$ cat src/tcc_pkg.sv
/*
  tcc_pkg: constants for the 16-bit capture/compare timer.
  assumes: a plain register port, one clock at 50 MHz.
*/
package tcc_pkg;
  // ==========================================
  // register offsets
  localparam logic [2:0] ADDR_MODE = 3'h0;
  localparam logic [2:0] ADDR_CCCTRL = 3'h1;
  localparam logic [2:0] ADDR_PRESC = 3'h2;
  localparam logic [2:0] ADDR_COUNT = 3'h3;
  localparam logic [2:0] ADDR_CMPA = 3'h4;
  localparam logic [2:0] ADDR_CCB = 3'h5;
  // ==========================================
  // mode control fields
  localparam int MODE_OVF_BIT = 0;
  localparam int MODE_OP_LO = 2;
  localparam int MODE_OP_HI = 3;
  localparam logic [1:0] OP_STOP = 2'h0;
  localparam logic [1:0] OP_FREE = 2'h1;
  localparam logic [1:0] OP_EDGE_CLR = 2'h2;
  // capture/compare control fields
  localparam int CC_B_CAPTURE_BIT = 0;
  localparam int CC_A_TRIG_BIT = 1;
  localparam int CC_A_CAPTURE_BIT = 2;
  // prescaler fields: edge select and clock divider select
  localparam int PR_ES_LO = 4;
  localparam int PR_ES_HI = 5;
  localparam int PR_DIV_LO = 0;
  localparam int PR_DIV_HI = 2;
  localparam logic [1:0] ES_FALL = 2'h0;
  localparam logic [1:0] ES_RISE = 2'h1;
  localparam logic [1:0] ES_BOTH = 2'h3;
  // ==========================================
  // counter constants
  localparam logic [15:0] COUNT_ZERO = 16'h0000;
  localparam logic [15:0] COUNT_MAX = 16'hffff;
  localparam logic [7:0] BYTE_ZERO = 8'h00;
endpackage

$ cat src/tcc_timer.sv
/*
  tcc_timer: 16-bit up-counter, compare a, capture/compare b, overflow flag,
  free-running and edge clear-and-start modes, pin edge filter.
  assumes: timer_input_pin_i is asynchronous; software keeps the far-side rules.
*/
// The register addresses and the plain strobed port were decided locally.
`timescale 1ns/10ps
module tcc_timer (
  // clock and reset
  input wire logic clock_i,
  input wire logic rst_i,
  // register port
  input wire logic [2:0] addr_i,
  input wire logic [7:0] wdata_hi_i,
  input wire logic [7:0] wdata_lo_i,
  input wire logic wr_i,
  input wire logic rd_i,
  output logic [15:0] rdata_o,
  // timer pin
  input wire logic timer_input_pin_i,
  // events
  output logic match_irq_a_o,
  output logic match_capture_irq_b_o
);

  // ==========================================
  // state
  typedef struct packed {
    logic [1:0] sync;
    logic [1:0] samp;
    logic filt;
    logic [7:0] mode;
    logic [7:0] ccctrl;
    logic [7:0] presc;
    logic [15:0] count;
    logic [15:0] cmpa;
    logic [15:0] ccb;
    logic [6:0] div;
    logic irqa;
    logic irqb;
    logic [15:0] rdata;
  } tcc_state_t;

  tcc_state_t st_reg;
  tcc_state_t st_next;

  // count tick from divider select: 2^sel cycles
  function automatic logic tick_of(input logic [6:0] d, input logic [2:0] sel);
    logic t;
    t = 1'b1;
    for (int i = 0; i < 7; i++)
      if (i < int'(sel) && d[i] == 1'b0)
        t = 1'b0;
    return t;
  endfunction

  logic [1:0] op;
  logic [1:0] es;
  logic tick;
  logic rise;
  logic fall;
  logic valid_edge;
  logic opp_edge;
  logic running;
  logic ovf_set;
  logic ovf_wr;

  // ==========================================
  // decode
  always_comb
  begin
    op = st_reg.mode[tcc_pkg::MODE_OP_HI:tcc_pkg::MODE_OP_LO];
    es = st_reg.presc[tcc_pkg::PR_ES_HI:tcc_pkg::PR_ES_LO];
    running = (op == tcc_pkg::OP_FREE) || (op == tcc_pkg::OP_EDGE_CLR);
    tick = running && tick_of(st_reg.div, st_reg.presc[tcc_pkg::PR_DIV_HI:tcc_pkg::PR_DIV_LO]);
    // while running, filtered level changes only after two equal samples
    rise = (st_reg.samp == 2'h3) && !st_reg.filt;
    fall = (st_reg.samp == 2'h0) && st_reg.filt;
    case (es)
      tcc_pkg::ES_FALL: valid_edge = fall;
      tcc_pkg::ES_RISE: valid_edge = rise;
      tcc_pkg::ES_BOTH: valid_edge = rise || fall;
      default: valid_edge = 1'b0;
    endcase
    case (es)
      tcc_pkg::ES_FALL: opp_edge = rise;
      tcc_pkg::ES_RISE: opp_edge = fall;
      default: opp_edge = 1'b0;
    endcase
    valid_edge = valid_edge && running;
    opp_edge = opp_edge && running;
    // a wrap on this tick sets the flag; a mode write keeps it only if bit 0 is written 1
    ovf_set = tick && (st_reg.count == tcc_pkg::COUNT_MAX);
    ovf_wr = (wdata_lo_i[tcc_pkg::MODE_OVF_BIT] & st_reg.mode[tcc_pkg::MODE_OVF_BIT]) | ovf_set;
  end

  // ==========================================
  // next state
  always_comb
  begin
    st_next = st_reg;
    st_next.sync = {st_reg.sync[0], timer_input_pin_i};
    st_next.irqa = 1'b0;
    st_next.irqb = 1'b0;
    st_next.rdata = tcc_pkg::COUNT_ZERO;
    // edge filter samples on the count clock
    if (tick)
    begin
      st_next.samp = {st_reg.samp[0], st_reg.sync[1]};
      if (rise || fall)
        st_next.filt = !st_reg.filt;
    end
    // stopped: filter follows the pin, so a start never sees a stale edge
    if (!running)
    begin
      st_next.samp = {2{st_reg.sync[1]}};
      st_next.filt = st_reg.sync[1];
    end
    // divider restarts on every start, so the first tick comes a full period later
    st_next.div = running ? st_reg.div + 7'h01 : 7'h00;
    if (tick)
    begin
      st_next.count = st_reg.count + 16'h0001;
      if (ovf_set)
        st_next.mode[tcc_pkg::MODE_OVF_BIT] = 1'b1;
      // compare matches keep the count
      if (st_reg.count == st_reg.cmpa && !st_reg.ccctrl[tcc_pkg::CC_A_CAPTURE_BIT])
        st_next.irqa = 1'b1;
      if (st_reg.count == st_reg.ccb && !st_reg.ccctrl[tcc_pkg::CC_B_CAPTURE_BIT])
        st_next.irqb = 1'b1;
      if (op == tcc_pkg::OP_EDGE_CLR && opp_edge && st_reg.ccctrl[tcc_pkg::CC_A_CAPTURE_BIT])
      begin
        st_next.cmpa = st_reg.count;
        st_next.irqa = 1'b1;
      end
      if (valid_edge && st_reg.ccctrl[tcc_pkg::CC_B_CAPTURE_BIT])
      begin
        st_next.ccb = st_reg.count;
        st_next.irqb = 1'b1;
      end
      if (op == tcc_pkg::OP_EDGE_CLR && valid_edge)
        st_next.count = tcc_pkg::COUNT_ZERO;
    end
    // register writes
    if (wr_i)
    begin
      case (addr_i)
        tcc_pkg::ADDR_MODE:
        begin
          // overflow set wins over a software clear; writing 1 never sets it
          st_next.mode = wdata_lo_i;
          st_next.mode[tcc_pkg::MODE_OVF_BIT] = ovf_wr;
          if (wdata_lo_i[tcc_pkg::MODE_OP_HI:tcc_pkg::MODE_OP_LO] == tcc_pkg::OP_STOP)
            st_next.count = tcc_pkg::COUNT_ZERO;
        end
        tcc_pkg::ADDR_CCCTRL: st_next.ccctrl = wdata_lo_i;
        tcc_pkg::ADDR_PRESC: st_next.presc = wdata_lo_i;
        tcc_pkg::ADDR_CMPA: st_next.cmpa = {wdata_hi_i, wdata_lo_i};
        tcc_pkg::ADDR_CCB: st_next.ccb = {wdata_hi_i, wdata_lo_i};
        default: ;
      endcase
    end
    if (op == tcc_pkg::OP_STOP)
      st_next.count = tcc_pkg::COUNT_ZERO;
    // register reads
    if (rd_i)
    begin
      case (addr_i)
        tcc_pkg::ADDR_MODE: st_next.rdata = {tcc_pkg::BYTE_ZERO, st_reg.mode};
        tcc_pkg::ADDR_CCCTRL: st_next.rdata = {tcc_pkg::BYTE_ZERO, st_reg.ccctrl};
        tcc_pkg::ADDR_PRESC: st_next.rdata = {tcc_pkg::BYTE_ZERO, st_reg.presc};
        tcc_pkg::ADDR_COUNT: st_next.rdata = st_reg.count;
        tcc_pkg::ADDR_CMPA: st_next.rdata = st_reg.cmpa;
        tcc_pkg::ADDR_CCB: st_next.rdata = st_reg.ccb;
        default: st_next.rdata = tcc_pkg::COUNT_ZERO;
      endcase
    end
  end

  // ==========================================
  // state register
  always_ff @(posedge clock_i or posedge rst_i)
  begin
    if (rst_i)
      st_reg <= '0;
    else
      st_reg <= st_next;
  end

  // outputs
  assign rdata_o = st_reg.rdata;
  assign match_irq_a_o = st_reg.irqa;
  assign match_capture_irq_b_o = st_reg.irqb;
endmodule // tcc_timer

$ cat config.mk
export PLATFORM = sky130hd
export DESIGN_NAME = tcc_timer
export DESIGN_NICKNAME = d
export VERILOG_FILES = /design/src/tcc_pkg.sv /design/src/tcc_timer.sv
export SDC_FILE = /design/constraint.sdc
export NUM_CORES = 1
export LEC_CHECK = 0
export BUFFER_PORTS_ARGS = -buffer_cell sky130_fd_sc_hd__buf_2
export CAP_MARGIN = 20
export CELL_PAD_IN_SITES_DETAIL_PLACEMENT = 1
export CELL_PAD_IN_SITES_GLOBAL_PLACEMENT = 1
export CORE_MARGIN = 10
export CORE_UTILIZATION = 35
export DETAILED_ROUTE_END_ITERATION = 12
export GPL_TIMING_DRIVEN = 0
export PLACE_DENSITY = 0.65
export SETUP_SLACK_MARGIN = 0.4
export SLEW_MARGIN = 20
export SYNTH_ARGS = -nofsm -noshare
export SYNTH_HDL_FRONTEND = slang
export SYNTH_SLANG_ARGS = --single-unit
export TNS_END_PERCENT = 1
$ cat constraint.sdc
create_clock -name clock_i -period 4.9 [get_ports clock_i]
set_input_delay 0.49 -clock clock_i [delete_from_list [all_inputs] [get_ports clock_i]]
set_output_delay 0.49 -clock clock_i [all_outputs]
set_load 0.005 [all_outputs]
==> run metrics <==
outcome finished, final reports clean; proportion of netlist area held by the largest area contributor 44.0%; floorplan core area 16100 µm²; Post-Synthesis Cells 611; max-capacitance violation count 0; Resize count post-CTS 0; cell chain of the critical path nand2b_1, a21boi_1, a2111oi_2, buf_2, nand2_1, o41ai_1; final core utilization 41.2%; initial standard-cell utilization of the core 36.1%; Vert. Die Dim 149 µm; buffer count from post-CTS setup fixing 0; antenna violations before repair 0; Final Hold Viols 0; wirelength, routed 18700 µm; count of boundary I/O pins 42; # DRC 0; reg2reg path depth 6; EDFF count, synth 0; grt ovf 0; layout-stage area growth over the synthesis result 14.0%; diode count 0; slack of the critical path 2.47 ns; post-DR wirelength/cell 21.2 µm; Worst Setup End Kind flop; setup violation total in the final timing report 0; endpoint of the most critical setup path match_irq_a_o; RSZ-0062 raised after global routing false; Synthesis Warnings 0; number of H-tree branching levels 3; Die Span X 149 µm; Num Clock Sinks 102; slew at the pin closest to its max-slew limit 0.812 ns; top cells by area in the synthesized netlist sky130_fd_sc_hd__dfrtp_1, sky130_fd_sc_hd__mux2_2, sky130_fd_sc_hd__xor2_1, sky130_fd_sc_hd__a31oi_1, sky130_fd_sc_hd__nor2_1; Clock Tree Buf Depth 2; Final period util 49.7%; drt initial violations 202; Worst R2R End match_irq_a_o; Worst-path clk slew 0.07 ns; number of buffers added on ports 38; worst slack, placed 2.33 ns; via count of the first global-routing pass 5305; worst slew margin relative to its limit 45.6%; NumNets Final 689; clock tree skew after final layout 0.00735 ns; wire length of the first global-routing pass 30200 µm; arrival time at the worst endpoint 2.65 ns; Num CTS Buffers 9; kind of cell adding the most delay to the critical path compound AO/OA/AOI/OAI gates; async set-or-reset flop fraction in the synthesized netlist 100%; total die area 22100 µm²; area of all placed cells without fillers 6610 µm²; mapped cell area 5800 µm²; via/cell ratio 5.60; leading cell type by number of instances after synthesis sky130_fd_sc_hd__dfrtp_1; CTS tree done; max-slew violation count 0; Period minus WS final 2.43 ns; proportion of layout cells with a drive suffix above 1 18.5%; Buffers & Inverters on Critical Path 1; synthesized flop and latch total 102; leakage power 2.65 nW; floorplan row count 46; largest net degree at the start of global routing 56; max frequency 0.411 GHz; most frequent cells after synthesis sky130_fd_sc_hd__dfrtp_1, sky130_fd_sc_hd__nor2_1, sky130_fd_sc_hd__clkbuf_1; CP Data Required Time 5.12 ns; Routed Antenna Nets 0; Power Dens Cells 405 nW/µm²; crit-path max FO 10; number of buffers inserted for hold repair after clock tree synthesis 0; number of flip-flops under the largest register name 79; slowest cell delay on critical path 0.61 ns; min-delay worst type input pin to asynchronous set/reset pin; final setup TNS 0 ns; setup slack on the worst flop-to-flop path 2.47 ns; half-perimeter wire length after placement 14400 µm; worst reg2reg path startpoint st_reg[20]; library cell occupying the most area in the post-synthesis netlist sky130_fd_sc_hd__dfrtp_1; CP max stage cell sky130_fd_sc_hd__a2111oi_2; clock latency at the later pin of the worst-skew pair 0.35 ns; placed cell areas 6290 µm²; kind of start point of the critical path flop; sequential element share of the synthesized area 44.0%; Critical Path Stages 6; unique cell type count in the Yosys netlist 49; Overall Global Routing Usage 17.2%; total vias in the final route 4941; kind of critical path flop to flop; nets in the synthesized netlist 639; first-pass iteration count of the detailed router 4; VDD IR-drop max 166 µV; Root Buffer Master sky130_fd_sc_hd__clkbuf_16; syn avg cell area 9.49 µm²; most frequently used flop master after synthesis sky130_fd_sc_hd__dfrtp_1; placer congestion estimate 0.872; critical path startpoint st_reg[20]
[power breakdown]
part           internal, mW  switching, mW
clock network         0.439          0.331
registers             0.992          0.177
logic                 0.293          0.443
[worst reg2reg max path: cells and delay by family (launching register included)]
family / cells / cell delay [ns]
AOI/OAI and AO/OA: 3 / 1.19
buffers and inverters: 1 / 0.34
DFF: 1 / 0.46
and+or+nand+nor: 2 / 0.31
[final cells by class]
type | instances | area (µm²)
Timing Repair Buffer | 39 | 218
Tap cell | 216 | 270
Multi-Input combinational cell | 427 | 2860
Fill cell | 1851 | 9450
Clock inverter | 4 | 53.8
Buffer | 74 | 360
Inverter | 8 | 35.0
Sequential cell | 102 | 2550
Clock buffer | 12 | 267
[metrics by stage]
| stage | hold slack, ns | total power [mW] | cells |
|---|---|---|---|
| after floorplan | 0.331 | 1.63 | 611 |
| after global placement | 0.334 | 1.89 | 865 |
| after detailed placement | 0.337 | 1.91 | 866 |
| after CTS | 0.186 | 2.69 | 882 |
| after global routing | 0.203 | 2.83 | 882 |
| final | 0.167 | 2.67 | 882 |
[placed cells by master, fill, tap and decap left out, types with 3 or more instances in the layout]
master	n
sky130_fd_sc_hd__nand4_1	23
sky130_fd_sc_hd__o221ai_1	3
sky130_fd_sc_hd__a21oi_1	20
sky130_fd_sc_hd__or3_1	12
sky130_fd_sc_hd__nor3_1	4
sky130_fd_sc_hd__xnor2_1	6
sky130_fd_sc_hd__a22oi_1	14
sky130_fd_sc_hd__buf_4	18
sky130_fd_sc_hd__nand2_1	21
sky130_fd_sc_hd__ha_1	4
sky130_fd_sc_hd__buf_1	4
sky130_fd_sc_hd__inv_1	7
sky130_fd_sc_hd__or4_1	6
sky130_fd_sc_hd__mux2_2	35
sky130_fd_sc_hd__clkbuf_8	3
sky130_fd_sc_hd__o22ai_1	6
sky130_fd_sc_hd__o31ai_1	23
sky130_fd_sc_hd__xor2_1	30
sky130_fd_sc_hd__buf_2	44
sky130_fd_sc_hd__dfrtp_1	102
sky130_fd_sc_hd__nor2_1	59
sky130_fd_sc_hd__and2_1	12
sky130_fd_sc_hd__nor2b_1	5
sky130_fd_sc_hd__nor4_1	5
sky130_fd_sc_hd__nand3_1	33
sky130_fd_sc_hd__nand2b_1	5
sky130_fd_sc_hd__clkbuf_1	45
sky130_fd_sc_hd__o21ai_0	32
sky130_fd_sc_hd__clkbuf_16	9
sky130_fd_sc_hd__a31oi_1	36
sky130_fd_sc_hd__mux2i_1	9
[worst min-delay path by stage]
stage                             from           to  cells after the start
final                            rst_i   st_reg[90]                      2
after CTS                        rst_i   st_reg[82]                      2
after floorplan           st_next[101]  st_reg[101]                      0
after detailed placement  st_next[101]  st_reg[101]                      0
after global routing             rst_i   st_reg[90]                      2
after global placement    st_next[101]  st_reg[101]                      0
[kinds of logic (layout without fill, tap and decap cells)]
family	Yosys count	after routing	synth area share [%]
simple gates	195	195	17.3
compound gates	146	146	16.5
flops	102	102	44.0
buf+inv	82	137	6.73
mux	46	46	9.13
xor+xnor	36	36	5.44
fa+ha+maj	4	4	0.863
[metal layers]
layer / wire, µm / vias up / track usage, %
met5: 0 / - / 0
met4: 335 / 0 / 5.35
met3: 612 / 23 / 2.49
met2: 9300 / 87 / 29.4
met1: 8430 / 2521 / 21.8
li1: - / 2310 / -
No activity file was read; power rests on OpenSTA's default activity.
